[config.mk]
export PLATFORM = sky130hd
export DESIGN_NAME = bcf_core
export DESIGN_NICKNAME = d
export VERILOG_FILES = /design/src/shared/bcf_pkg.sv /design/src/logic/bcf_sync.sv /design/src/logic/bcf_core.sv
export SDC_FILE = /design/constraint.sdc
export NUM_CORES = 1
export LEC_CHECK = 0
export ABC_AREA = 1
export BUFFER_PORTS_ARGS = -buffer_cell sky130_fd_sc_hd__buf_2
export CAP_MARGIN = 40
export CORE_ASPECT_RATIO = 0.7
export CORE_UTILIZATION = 40
export DETAILED_ROUTE_END_ITERATION = 6
export GPL_ROUTABILITY_DRIVEN = 0
export SLEW_MARGIN = 20
export SYNTH_ARGS = -nofsm -noshare
export SYNTH_HDL_FRONTEND = slang
export SYNTH_SLANG_ARGS = --single-unit
[constraint.sdc]
create_clock -name clock -period 3.1 [get_ports clock]
set_clock_uncertainty 0.2 [all_clocks]
set_input_delay 0.31 -clock clock [delete_from_list [all_inputs] [get_ports clock]]
set_output_delay 0.31 -clock clock [all_outputs]
set_load 0.005 [all_outputs]
[src/shared/bcf_pkg.sv]
/*
  Shared constants and types for the brushless commutation and fault core.
  Assumes one 200 MHz clock; the PWM period is counted from that clock.
*/
package bcf_pkg;
  // Clock and PWM timing
  localparam int CLK_MHZ = 200;
  localparam int PWM_FREQ_KHZ = 50;
  localparam int PWM_PERIOD_CYC = (CLK_MHZ * 1000) / PWM_FREQ_KHZ;
  localparam int PWM_W = 12;
  localparam int SYNC_STAGES = 2;

  // Per-phase drive state
  typedef enum logic [1:0] {
    BCF_TRI = 2'h0,
    BCF_POS = 2'h1,
    BCF_NEG = 2'h2,
    BCF_LOW = 2'h3
  } bcf_drive_e;

  // Index of the phase whose Hall input is inverted for the 60 pattern
  localparam int HALL_INV_BIT = 1;
  localparam logic [2:0] HALL_INV_MASK = 3'h2;
  localparam logic [1:0] SENSE_NONE = 2'h3;
endpackage

[src/logic/bcf_sync.sv]
/*
  Multi-bit two-flop synchroniser for asynchronous pins.
  Assumes each bit is independent; no bus coherency is implied.
*/
`timescale 1ns/100ps
module bcf_sync #(
  parameter int WIDTH = 1
) (
  // Clock and reset
  input wire logic clock,
  input wire logic rst_b,
  // Data
  input wire logic [WIDTH-1:0] async_in,
  output logic [WIDTH-1:0] sync_out
);
  logic [WIDTH-1:0] meta_q;
  logic [WIDTH-1:0] meta_d;
  logic [WIDTH-1:0] sync_q;
  logic [WIDTH-1:0] sync_d;

  // First stage is read only by the second stage
  always_comb begin
    meta_d = async_in;
    sync_d = meta_q;
  end

  always_ff @(posedge clock or negedge rst_b) begin
    if (!rst_b) begin
      meta_q <= '0;
      sync_q <= '0;
    end else begin
      meta_q <= meta_d;
      sync_q <= sync_d;
    end
  end

  assign sync_out = sync_q;
endmodule

[src/logic/bcf_core.sv]
/*
  Commutation decoder, PWM generator and protection logic of a three-phase
  brushless bridge driver. Each phase leaves as top and bottom gate enables.
  Assumes analog comparators deliver peak trip, average limit, thermal,
  supply overcurrent and supply-good as asynchronous logic levels, and that
  an external duty value is already digitised.
*/
// What this block does
// - Quadrant select pin picks 2-quadrant or 4-quadrant PWM.
// - In 2-quadrant mode one coil terminal is constant, other switches.
// - In 2-quadrant mode the PWM sits on the positive terminal.
// - In 4-quadrant mode both coil terminals switch with PWM.
// - Reverse pin flips rotation in 2-quadrant mode.
// - Sector select low decodes 60 degree, high decodes 120 degree Hall.
// - Pattern change is done by inverting the second Hall input.
// - Each pattern uses six of eight codes, four of them shared by both.
// - Phase state is PWM high, PWM low, constant low or tri-state.
// - Peak current trip is cleared at each PWM cycle start.
// - Current sense mux picks the phase carrying energised coil current.
// - Thermal trip latches off; clears on output enable after cooling.
// - Supply overcurrent latches off; clears on output enable cycling.
// - Supply loss disables outputs without raising fault.
// - Fault is high whenever outputs are disabled, except by supply loss, including enable low.
// - Output enable low then high clears latched shutdowns.
// - Average limit disables outputs and raises fault, non-latching.
// - Sensor change pulse fires on every decoded Hall change.
// - Switches act only with output enable high, else tri-state.
`timescale 1ns/100ps
module bcf_core import bcf_pkg::*; #(
  parameter int PERIOD = PWM_PERIOD_CYC
) (
  // Clock and reset
  input wire logic clock,
  input wire logic rst_b,
  // Mode pins
  input wire logic quadrant_select,
  input wire logic reverse_cmd_pin,
  input wire logic sector_120_sel,
  input wire logic output_enable,
  // Hall sensors
  input wire logic hall_in_a,
  input wire logic hall_in_b,
  input wire logic hall_in_c,
  // Protection comparators
  input wire logic peak_trip,
  input wire logic avg_limit,
  input wire logic over_temp,
  input wire logic supply_overcurrent,
  input wire logic supply_good,
  // Duty command, counts high per period
  input wire logic [PWM_W-1:0] duty,
  // Phase drives: top and bottom switch enables
  output logic [2:0] phase_top_on,
  output logic [2:0] phase_bot_on,
  output logic [1:0] phase_drive_a,
  output logic [1:0] phase_drive_b,
  output logic [1:0] phase_drive_c,
  // Status
  output logic [1:0] sense_select,
  output logic sensor_change_pulse,
  output logic fault
);
  localparam int NSYNC = 11;
  localparam logic [PWM_W-1:0] PERIOD_LAST = PWM_W'(PERIOD - 1);

  logic [NSYNC-1:0] pins_s;
  logic q2_s, rev_s, s120_s, oe_s, peak_s, avg_s, temp_s, ocp_s, good_s;
  logic [2:0] hall_s;

  bcf_sync #(.WIDTH(NSYNC)) u_sync (
    .clock(clock),
    .rst_b(rst_b),
    .async_in({quadrant_select, reverse_cmd_pin, sector_120_sel, output_enable,
               hall_in_c, hall_in_b, hall_in_a, peak_trip, avg_limit, over_temp,
               supply_overcurrent}),
    .sync_out(pins_s)
  );

  logic good_m_q, good_q;
  // Supply-good goes through its own pair so the shared sync stays compact
  always_ff @(posedge clock or negedge rst_b) begin
    if (!rst_b) begin
      good_m_q <= 1'b0;
      good_q <= 1'b0;
    end else begin
      good_m_q <= supply_good;
      good_q <= good_m_q;
    end
  end

  assign {q2_s, rev_s, s120_s, oe_s} = pins_s[10:7];
  // Sensor a is the top bit of the code, sensor c the bottom bit
  assign hall_s = {pins_s[4], pins_s[5], pins_s[6]};
  assign {peak_s, avg_s, temp_s, ocp_s} = pins_s[3:0];
  assign good_s = good_q;

  // Invert second Hall input in 60 degree mode
  logic [2:0] code;
  always_comb begin
    code = hall_s ^ (s120_s ? 3'h0 : HALL_INV_MASK);
  end

  // Forward lookup on 120 degree codes; 000 and 111 invalid
  bcf_drive_e fwd [3];
  logic [1:0] sense_raw;
  logic valid;
  always_comb begin
    fwd[0] = BCF_TRI;
    fwd[1] = BCF_TRI;
    fwd[2] = BCF_TRI;
    valid = 1'b1;
    case (code)
      3'h5: begin fwd[0] = BCF_TRI; fwd[1] = BCF_NEG; fwd[2] = BCF_POS; end
      3'h4: begin fwd[0] = BCF_POS; fwd[1] = BCF_NEG; fwd[2] = BCF_TRI; end
      3'h6: begin fwd[0] = BCF_POS; fwd[1] = BCF_TRI; fwd[2] = BCF_NEG; end
      3'h2: begin fwd[0] = BCF_TRI; fwd[1] = BCF_POS; fwd[2] = BCF_NEG; end
      3'h3: begin fwd[0] = BCF_NEG; fwd[1] = BCF_POS; fwd[2] = BCF_TRI; end
      3'h1: begin fwd[0] = BCF_NEG; fwd[1] = BCF_TRI; fwd[2] = BCF_POS; end
      default: valid = 1'b0;
    endcase
  end

  // Reverse swaps positive and negative terminals in 2-quadrant mode
  // Reverse is honoured only in 2-quadrant mode; ignored otherwise
  bcf_drive_e cmd [3];
  logic rev_eff;
  assign rev_eff = q2_s & rev_s;
  always_comb begin
    for (int i = 0; i < 3; i++) begin
      cmd[i] = fwd[i];
      if (rev_eff && fwd[i] == BCF_POS) cmd[i] = BCF_NEG;
      else if (rev_eff && fwd[i] == BCF_NEG) cmd[i] = BCF_POS;
      if (q2_s && cmd[i] == BCF_NEG) cmd[i] = BCF_LOW;
    end
  end

  // Sense the phase driven low, which carries coil return current
  always_comb begin
    sense_raw = SENSE_NONE;
    for (int i = 0; i < 3; i++) begin
      if (valid && (cmd[i] == BCF_NEG || cmd[i] == BCF_LOW)) sense_raw = 2'(i);
    end
  end

  // PWM counter, restarts each period
  logic [PWM_W-1:0] cnt_q, cnt_d;
  logic cycle_start, pwm_on;
  always_comb begin
    cycle_start = (cnt_q == PERIOD_LAST);
    cnt_d = cycle_start ? '0 : cnt_q + 1'b1;
    pwm_on = (cnt_q < duty);
  end

  // Protection state
  logic peak_q, peak_d, temp_q, temp_d, ocp_q, ocp_d, oe_prev_q, oe_prev_d;
  logic oe_rise, enabled, fault_d, fault_q;
  always_comb begin
    oe_rise = oe_s & ~oe_prev_q;
    oe_prev_d = oe_s;
    // Peak trip holds for the rest of the cycle only; set wins
    peak_d = peak_s | (peak_q & ~cycle_start);
    // Thermal latch clears on enable rise once cool
    temp_d = temp_s | (temp_q & ~oe_rise);
    // Overcurrent latch clears on enable low-high cycle
    ocp_d = ocp_s | (ocp_q & ~oe_rise);
    // Enable gate; supply loss has no fault
    enabled = oe_s & good_s & ~temp_q & ~ocp_q & ~avg_s;
    // Fault whenever disabled except by supply loss
    fault_d = ~oe_s | temp_q | ocp_q | avg_s;
  end

  always_ff @(posedge clock or negedge rst_b) begin
    if (!rst_b) begin
      cnt_q <= '0;
      peak_q <= 1'b0;
      temp_q <= 1'b0;
      ocp_q <= 1'b0;
      oe_prev_q <= 1'b0;
      fault_q <= 1'b1;
    end else begin
      cnt_q <= cnt_d;
      peak_q <= peak_d;
      temp_q <= temp_d;
      ocp_q <= ocp_d;
      oe_prev_q <= oe_prev_d;
      fault_q <= fault_d;
    end
  end

  // Gate generation: POS is top on during PWM high, bottom otherwise
  logic [2:0] top_d, bot_d, top_q, bot_q;
  logic [5:0] drv_d, drv_q;
  logic conduct;
  assign conduct = pwm_on & ~peak_q;
  always_comb begin
    for (int i = 0; i < 3; i++) begin
      top_d[i] = 1'b0;
      bot_d[i] = 1'b0;
      drv_d[2*i +: 2] = BCF_TRI;
      if (enabled && valid) begin
        drv_d[2*i +: 2] = cmd[i];
        case (cmd[i])
          BCF_POS: begin top_d[i] = conduct; bot_d[i] = ~conduct; end
          BCF_NEG: begin top_d[i] = ~conduct; bot_d[i] = conduct; end
          BCF_LOW: bot_d[i] = 1'b1;
          default: ;
        endcase
      end
    end
  end

  // Change pulse on decoded code change
  logic [2:0] code_q;
  logic chg_q, chg_d;
  logic [1:0] sense_q;
  always_comb begin
    chg_d = (code != code_q);
  end

  always_ff @(posedge clock or negedge rst_b) begin
    if (!rst_b) begin
      top_q <= '0;
      bot_q <= '0;
      drv_q <= '0;
      // Matches the code decoded from the reset synchroniser, so reset gives no false pulse
      code_q <= HALL_INV_MASK;
      chg_q <= 1'b0;
      sense_q <= SENSE_NONE;
    end else begin
      top_q <= top_d;
      bot_q <= bot_d;
      drv_q <= drv_d;
      code_q <= code;
      chg_q <= chg_d;
      sense_q <= sense_raw;
    end
  end

  assign phase_top_on = top_q;
  assign phase_bot_on = bot_q;
  assign phase_drive_a = drv_q[1:0];
  assign phase_drive_b = drv_q[3:2];
  assign phase_drive_c = drv_q[5:4];
  assign sense_select = sense_q;
  assign sensor_change_pulse = chg_q;
  assign fault = fault_q;
endmodule

## Word level (Yosys, flattened, before mapping)

Cells that the tools add are included.

- Logic and storage cells: 118
- Register bits: 59
- Input port bits: 26

- $add $sub $neg: 1
- Bitwise operators: 26
- Reductions and logical operators: 17
- $lt $le $gt $ge: 1
- Multiplexer cells: 31
- Equal/unequal tests: 26

Operators with widths:

| operator | count |
|---|---|
| 6-bit one-hot mux with 6 select lines | 1 |
| 2-bit 2-to-1 mux | 16 |
| 2-bit equality test (second input constant) | 12 |
| 1-bit logical AND | 13 |
| 12-bit by 1-bit adder with 12-bit output (second input constant) | 1 |
| 12-bit equality test (second input constant) | 1 |
| 2-bit by 1-bit equality test with 1-bit output (second input constant) | 6 |
| 12-bit < comparator | 1 |
| 12-bit 2-to-1 mux | 1 |
| 1-bit bitwise AND | 10 |
| 3-bit equality test (second input constant) | 3 |
| 1-bit NOT | 9 |
| 1-bit one-hot mux with 3 select lines | 3 |
| 1-bit 2-to-1 mux | 7 |
| 3-bit by 2-bit equality test with 1-bit output (second input constant) | 2 |
| 1-bit OR | 6 |
| 1-bit one-hot mux with 2 select lines | 3 |
| 6-bit OR reduction | 1 |
| 3-bit by 1-bit equality test with 1-bit output (second input constant) | 1 |
| 1-bit logical OR | 3 |
| 3-bit != test | 1 |
| 3-bit by 2-bit XOR with 3-bit output | 1 |

## Logic depth before layout (Yosys ltp)

Gate-level depths: netlist of run 1.

- Depth in word-level cells: 17
- Depth in mapped cells: 13
- Mapped depth without buffers: 13

## Hierarchy

Synthesis of run 1 repeated with hierarchy kept, for this count alone.

- Cell total of the unflattened synthesis: 270
- Area total of the unflattened synthesis: 2588.7 µm²

Modules (own cells, without submodules):

| module | instances | cells each | seq. area each (µm²) | area each (µm²) |
|---|---|---|---|---|
| bcf_core | 1 | 248 | 930.9 | 2038.2 |
| bcf_sync | 1 | 22 | 550.5 | 550.5 |

## Worst setup path after synthesis of run 1

No wires, ideal clock.

- Path type: flip-flop to flip-flop
- From: reg cnt_q[11]
- To: reg top_q[1] (netlist: phase_top_on[1])
- Required time: 2.779 ns
- Cell stages (with the launch flop): 10
- Slack: 1.455 ns
- Data arrival time: 1.324 ns
- Buffers on the path: 0
- Cell sequence: dfrtp_1 -> ha_1 -> nand3_1 -> nor2_1 -> and2b_1 -> nand2_2 -> nand2_2 -> nand2_1 -> nand2_1 -> nor2_1

- Longest elaborated chain between the ends: 5

Ends and longest elaborated chain:

| item | line | source |
|---|---|---|
| start, declared | bcf_core.sv:146 | `logic [PWM_W-1:0] cnt_q, cnt_d;` |
| start signal, assigned | bcf_core.sv:181 | `cnt_q <= cnt_d;` |
| 12-bit < comparator (*) | bcf_core.sv:151 | `pwm_on = (cnt_q < duty);` |
| 1-bit bitwise AND (*) | bcf_core.sv:194 | `assign conduct = pwm_on & ~peak_q;` |
| 1-bit NOT | bcf_core.sv:204 | `BCF_NEG: begin top_d[i] = ~conduct; bot_d[i] = conduct; end` |
| 1-bit one-hot mux with 2 select lines (*) | bcf_core.sv:202 | `case (cmd[i])` |
| 1-bit 2-to-1 mux (*) | bcf_core.sv:200 | `if (enabled && valid) begin` |
| net top_d[1] | bcf_core.sv:191 | `logic [2:0] top_d, bot_d, top_q, bot_q;` |
| end signal, assigned | bcf_core.sv:230 | `top_q <= top_d;` |
| end, declared | bcf_core.sv:191 |  |

Mark *: on every way through the listed nets, which the timed path passes. The rest lies on a longest branch.

## Worst setup path after layout of run 1

- From: reg cnt_q[5]
- To: reg bot_q[0] (netlist: phase_bot_on[0])

- Longest elaborated chain between the ends: 5

Ends and longest elaborated chain:

| item | line | source |
|---|---|---|
| 12-bit < comparator (*) | bcf_core.sv:151 |  |
| 1-bit bitwise AND (*) | bcf_core.sv:194 |  |
| 1-bit NOT | bcf_core.sv:203 | `BCF_POS: begin top_d[i] = conduct; bot_d[i] = ~conduct; end` |
| 1-bit one-hot mux with 3 select lines (*) | bcf_core.sv:202 |  |
| 1-bit 2-to-1 mux (*) | bcf_core.sv:200 |  |
| net bot_d[0] | bcf_core.sv:191 |  |
| end signal, assigned | bcf_core.sv:231 | `bot_q <= bot_d;` |
| end, declared | bcf_core.sv:191 |  |

Marks and branches as above.

==> impl_results.md, run 1 <==
* CTS tree: done
* Crit path buffers/inverters at 1
* FP Rows at 23
* Nets at 375
* Final WS setup at 1.272 ns
* DR WL/cell at 10.91 µm
* VDD IR max at 0.0002883 V
* Fin. Hold Viols at 0
* Total GRT Usage at 15.68%
* Cell Int Power at 1.281 mW
* Asr flop ratio synth at 100.0%
* Insertion delay to the later sink of the worst-skew pair at 0.33 ns
* Initial DRC count at 55
* Syn nets at 307
* Status: completed
* Number of enable flip-flop cells after synthesis at 0
* Antenna diodes at 0
* Final period util at 58.96%
* Crit end category: flop
* Layout cell share with drive strength beyond 1 at 22.81%
* Pleak at 1.770 nW
* Num Clock Sinks at 59
* Crit Path Max Fanout at 6
* CP max-delay cell: dfrtp_1
* I/O Buffers at 41
* Yosys warns at 0
* Total CTS buffers at 9
* Post-Synthesis Cell Area at 2515 µm²
* Max Buffers Root-to-Sink at 2
* P_sw at 0.3594 mW
* Die Ht at 68.34 µm
* Fmax at 547.1 MHz
* Setup crit start kind: flop
* Comb power frac at 6.7%
* Avg Cell Area, Syn at 9.349 µm²
* FF-to-FF Start: cnt_q[5]$_DFF_PN0_
* Final Max Tran Viols at 0
* Slew HR at 64.84%
* Synth Register Bits at 59
* Most used cell along the critical path: nand2_1
* Largest stage delay on the critical path at 0.45 ns
* Cells after Synth at 269
* Worst path arrival time at 1.84 ns
* Final instance area at 3192 µm²
* Final wirelength at 4.551 mm
* Required time of the critical path at 3.12 ns
* Worst slack, placed at 1.278 ns
* Pin count of the biggest net entering global routing at 36
* Min Tclk post-route at 1.828 ns
* Pwr dens at 513.8 nW/µm²
* TNS Setup at 0 ns
* Hold WC Path Type: primary input to async pin
* Die W at 96.77 µm
* Post-Place Cell Area at 2829 µm²
* Finished Layout Cells at 417
* Slew @ Worst Pin at 0.5218 ns
* GR Overflow Total at 0
* Hold Worst Slack at 0.1091 ns
* Dpl hpwl at 3.309 mm
* Crit-path cells: ha_1, nand2_1, nand2_1, nand2_1, nand2_1, nand2_1, nand2_1, inv_1, nand2_2, o21ai_1, nor2_1
* Initial antenna violation count at 0
* Root buf cell: clkbuf_8
* Initial Utilization at 42.63%
* Core Box Area at 5899 µm²
* Primary FF master, synth: dfrtp_1
* Vias at 1,823
* RSZ-0062 raised after global routing: false
* CP delay by family, top: simple AND/OR/NAND/NOR gates
* Total of fill cells in the finished design at 530
* Commonest cells after routing, fill and taps aside: 55 x inv_1, 55 x dfrtp_1, 52 x nand2_1, 41 x buf_2, 29 x nor2_1
* Flop-to-flop setup slack at 1.27 ns
* Final setup viols at 0
* CTS clk-pin slew, worst paths at 0.06 ns
* Synthesis-to-layout area growth at 26.92%
* CP Class: flop to flop
* Netlist cell types at 26
* H-tree depth at 3
* Final ANT Viol Nets at 0
* Clock share of power at 44.0%
* IO Count at 42
* Switching portion of total power at 21.92%
* FF-to-FF path depth at 11
* First-pass GRT wire length at 7.714 mm
* Maxcap violations at 0
* Flop pwr share at 49.3%
* DR vias/cell at 4.372
* DRC at 0
* FF-to-FF End: phase_bot_on[0]$_DFF_PN0_
* DP Cell Count at 387
* Die area at 6613 µm²
* Vias in the first global route at 1,717
* Seq/Total Area, Yosys at 58.91%
* Pre-Repair DR Iteration Count at 4
-- cell families after synthesis --
group	count (synthesis)	share of synthesized area [%]
DFF	59	58.91
xor gates and xnor gates	4	1.393
buffers and inverters	58	8.657
AOI/OAI and AO/OA	24	5.622
adders and majority gates	12	5.970
and+or+nand+nor	112	19.45
-- sequential cells by signal (all words and copies together), names as in the netlist, 2 cells and up --
signal           count
phase_top_on         3
sense_select         2
u_sync.sync_out     11
drv_q                6
u_sync.meta_q       11
code_q               3
cnt_q               12
phase_bot_on         3
-- stage by stage --
| stage | power, mW | utilization (%) |
|---|---|---|
| after floorplan | 0.8671 | - |
| after global placement | 0.9156 | 47.95 |
| after detailed placement | 0.9171 | 47.95 |
| after CTS | 1.657 | 53.76 |
| after global routing | 1.713 | 54.10 |
| final | 1.640 | 54.10 |
-- cells in the mapped netlist (2+ instances only) --
cell,instances,area [µm²]
a21oi_1,10,50.05
dfrtp_1,55,1376
dfstp_2,4,105.1
ha_1,12,150.1
inv_1,55,206.5
inv_2,3,11.26
nand2_1,52,195.2
nand2_2,5,31.28
nand3_1,16,80.08
nor2_1,29,108.9
nor3_1,4,20.02
o21ai_0,6,30.03
o21ai_1,2,10.01
o21bai_1,2,15.01
xnor2_1,2,17.52
xor2_1,2,17.52
-- worst reg2reg max path: stages, from the launching register on --
cell and delay (ns):
dfrtp_1 0.45, ha_1 0.32, nand2_1 0.06, nand2_1 0.05
nand2_1 0.06, nand2_1 0.05, nand2_1 0.05, nand2_1 0.05
inv_1 0.15, nand2_2 0.10, o21ai_1 0.12, nor2_1 0.06
-- power by group through the flow --
| stage | clock (mW) | combinational (mW) | sequential [mW] |
|---|---|---|---|
| 6_report | 0.722 | 0.110 | 0.808 |
| 5_1_grt | 0.776 | 0.127 | 0.810 |
| 4_1_cts | 0.741 | 0.108 | 0.808 |
| 3_5_place_dp | 0 | 0.0949 | 0.822 |
| 3_3_place_gp | 0 | 0.0941 | 0.821 |
| 2_1_floorplan | 0 | 0.0466 | 0.821 |
-- what timing repair did --
item	CTS	global route
setup buffers	0	0
hold buffers	13	0
hold endpoints to repair	41	0
gates resized for setup	0	0
-- metal layers --
layer / GRT usage (%) / share of wire (%) / wire length (µm) / vias up
met2: 23.77 / 41 / 1885 / 50
met1: 20.25 / 52 / 2380 / 812
met5: 0 / 0 / 0 / -
met4: 4.478 / 0.64 / 29 / 0
met3: 7.354 / 5.6 / 255 / 4
li1: - / - / - / 957
-- worst max path at each step --
stage                     cells after the start                   endpoint                start
after floorplan                               9  phase_top_on[1]$_DFF_PN0_  cnt_q[11]$_DFF_PN0_
after CTS                                     9  phase_top_on[1]$_DFF_PN0_   cnt_q[9]$_DFF_PN0_
after global placement                       11  phase_bot_on[0]$_DFF_PN0_             duty[11]
after detailed placement                     11  phase_top_on[1]$_DFF_PN0_             duty[11]
final                                        11  phase_bot_on[0]$_DFF_PN0_   cnt_q[5]$_DFF_PN0_
after global routing                         11  phase_bot_on[0]$_DFF_PN0_   cnt_q[5]$_DFF_PN0_
-- cell type report --
class / count / area [µm²] / share of cell area, %
Sequential cell: 59 / 1481 / 46.41
Multi-Input combinational cell: 152 / 815.8 / 25.56
Timing Repair Buffer: 57 / 370.4 / 11.60
Inverter: 58 / 217.7 / 6.821
Clock buffer: 12 / 165.2 / 5.174
Tap cell: 75 / 93.84 / 2.940
Clock inverter: 4 / 47.55 / 1.490
Power figures use the tool's default switching activity.
==> inputs of run 2 (changes only) <==
==> constraint.sdc (replaced) <==
create_clock -name clock -period 1.5 [get_ports clock]
set_clock_uncertainty 0.2 [all_clocks]
set_input_delay 0.15 -clock clock [delete_from_list [all_inputs] [get_ports clock]]
set_output_delay 0.15 -clock clock [all_outputs]
set_load 0.005 [all_outputs]
==> run 2 against run 1 <==
Compared with the run above:
- the run now ends with negative setup slack left
- core utilization is 10 points higher
- die area unchanged
- via count rose by 11%
- wire length rose by 20%
- final area grew 18%
- flip-flop and latch count stayed put
- non-clock buffer count is 33 higher
==> impl_results.md, run 2 (synthesis results as in run 1) <==
* Status: finished, violations left
* Failing checks: negative setup slack
* Pwr dens at 911.9 nW/µm² (+77%)
* Final period util at 114.4% (+55 points)
* FP Rows at 23 (unchanged)
* Crit path buffers/inverters at 1 (unchanged)
* Initial DRC count at 55 (unchanged)
* DR WL/cell at 12.14 µm (+11%)
* Worst slack, placed at -0.2364 ns (-1.514 ns)
* Commonest cells after routing, fill and taps aside: 54 x dfrtp_1, 46 x inv_1, 41 x buf_2, 36 x nand2_1, 30 x buf_4
* H-tree depth at 3 (unchanged)
* Num Clock Sinks at 59 (unchanged)
* Die Ht at 68.34 µm (unchanged)
* Maxcap violations at 0 (unchanged)
* DRC at 0 (unchanged)
* RSZ-0062 raised after global routing: true
* Crit-path cells: ha_4, nand2_2, inv_2, nand3_2, and2b_1, nand2_4, a21oi_1, nor2_1
* Worst path arrival time at 1.74 ns (-0.10 ns)
* I/O Buffers at 41 (unchanged)
* First-pass GRT wire length at 8.901 mm (+15%)
* GR Overflow Total at 0 (unchanged)
* CTS tree: done
* Max Buffers Root-to-Sink at 2 (unchanged)
* Final ANT Viol Nets at 0 (unchanged)
* Nets at 408 (+8.8%)
* Antenna diodes at 0 (unchanged)
* Dpl hpwl at 3.543 mm (+7.1%)
* CP max-delay cell: dfrtp_1
* Final WS setup at -0.2156 ns (-1.488 ns)
* Total of fill cells in the finished design at 470 (-11%)
* Vias in the first global route at 1,914 (+11%)
* Pre-Repair DR Iteration Count at 4 (unchanged)
* Initial antenna violation count at 0 (unchanged)
* Fmax at 582.9 MHz (+6.5%)
* Die W at 96.77 µm (unchanged)
* CTS clk-pin slew, worst paths at 0.06 ns (about the same)
* Setup crit start kind: flop
* Vias at 2,031 (+11%)
* Layout cell share with drive strength beyond 1 at 44.27% (+21 points)
* Die area at 6613 µm² (unchanged)
* CP delay by family, top: simple AND/OR/NAND/NOR gates
* Insertion delay to the later sink of the worst-skew pair at 0.34 ns (about the same)
* Total CTS buffers at 9 (unchanged)
* Fin. Hold Viols at 0 (unchanged)
* IO Count at 42 (unchanged)
* Pin count of the biggest net entering global routing at 60 (+67%)
* Required time of the critical path at 1.52 ns (-1.60 ns)
* DR vias/cell at 4.513 (+3.2%)
* CP Class: flop to flop
* Final setup viols at 15 (+15)
* Slew @ Worst Pin at 0.3224 ns (-0.1994 ns)
* Total GRT Usage at 18.46% (+2.8 points)
* Core Box Area at 5899 µm² (unchanged)
* Max reg flops at 12 (unchanged)
* Min Tclk post-route at 1.716 ns (-0.1121 ns)
* Most common cell after layout, fill and taps aside: dfrtp_1
* Hold WC Path Type: primary input to async pin
* Pleak at 2.024 nW (+14%)
* Register name with the most flops: cnt_q
* Initial Utilization at 42.63% (unchanged)
* Final Max Tran Viols at 0 (unchanged)
* Crit end category: flop
* Largest stage delay on the critical path at 0.42 ns (-0.03 ns)
* Synthesis-to-layout area growth at 50.35%
* Final wirelength at 5.462 mm (+20%)
* Root buf cell: clkbuf_8
* Overall power at 3.448 mW (+110%)
* Crit Path Max Fanout at 6 (unchanged)
* VDD IR max at 0.0005297 V (+84%)
* Slew HR at 78.50% (+14 points)
## run 2: stage by stage
stage                     hold WS, ns  cells  instance area, µm²  util (%)  TNS [ns]
after floorplan               -0.3456    269                2530         -   -0.7195
after global placement       -0.02128    412                3044     51.60    -1.304
after detailed placement     -0.02306    412                3044     51.60    -1.615
after CTS                      0.1470    447                3538     59.98    -1.376
after global routing           0.1544    450                3781     64.09    -3.008
final                          0.1176    450                3781     64.09    -1.761
## run 2: path summary, 6_finish.rpt
path	start	end	slack (ns)	depth (start not counted)
setup / recovery	cnt_q[6]$_DFF_PN0_	phase_bot_on[0]$_DFF_PN0_	-0.22	8
hold / removal	rst_b	drv_q[4]$_DFF_PN0_	0.12	3
setup reg to reg	cnt_q[6]$_DFF_PN0_	phase_bot_on[0]$_DFF_PN0_	-0.22	8
hold reg to reg	u_sync.meta_q[2]$_DFF_PN0_	u_sync.sync_out[2]$_DFF_PN0_	0.15	0
max in group asynchronous	rst_b	code_q[1]$_DFF_PN1_	0.65	3
min in group clock	u_sync.meta_q[2]$_DFF_PN0_	u_sync.sync_out[2]$_DFF_PN0_	0.15	0
## run 2: area by class of cell
type | count | area (µm²) | share of cell area (%)
clock buffer | 14 | 172.7 | 4.567
clock inverter | 2 | 35.03 | 0.9265
inverter | 58 | 225.2 | 5.956
sequential | 59 | 1483 | 39.21
multi-input combinational | 152 | 1131 | 29.91
timing repair buffer | 90 | 640.6 | 16.94
tap | 75 | 93.84 | 2.482
## run 2: routing by layer
metal	wire length, µm	GRT usage (%)
met2	2439	26.41
met1	2618	24.53
met5	0	0
met4	69	6.157
met3	334	8.887
## run 2: power by group
part	internal, mW	total [mW]	switching [mW]
logic	0.131	0.284	0.153
clock network	0.902	1.49	0.593
registers	1.65	1.67	0.0200
## run 2: timing repair
item	CTS	global route
buffers inserted	6	3
resized for setup	24	62
pin swaps	11	20
setup endpoints to repair	17	22
hold buffers	13	0
endpoints found under the hold margin	71	0
## run 2: worst register-to-register path, stage by stage (launching register included)
cell and delay, ns:
dfrtp_1 0.42, ha_4 0.28, nand2_2 0.04, inv_2 0.05, nand3_2 0.05, and2b_1 0.22
nand2_4 0.09, a21oi_1 0.18, nor2_1 0.07
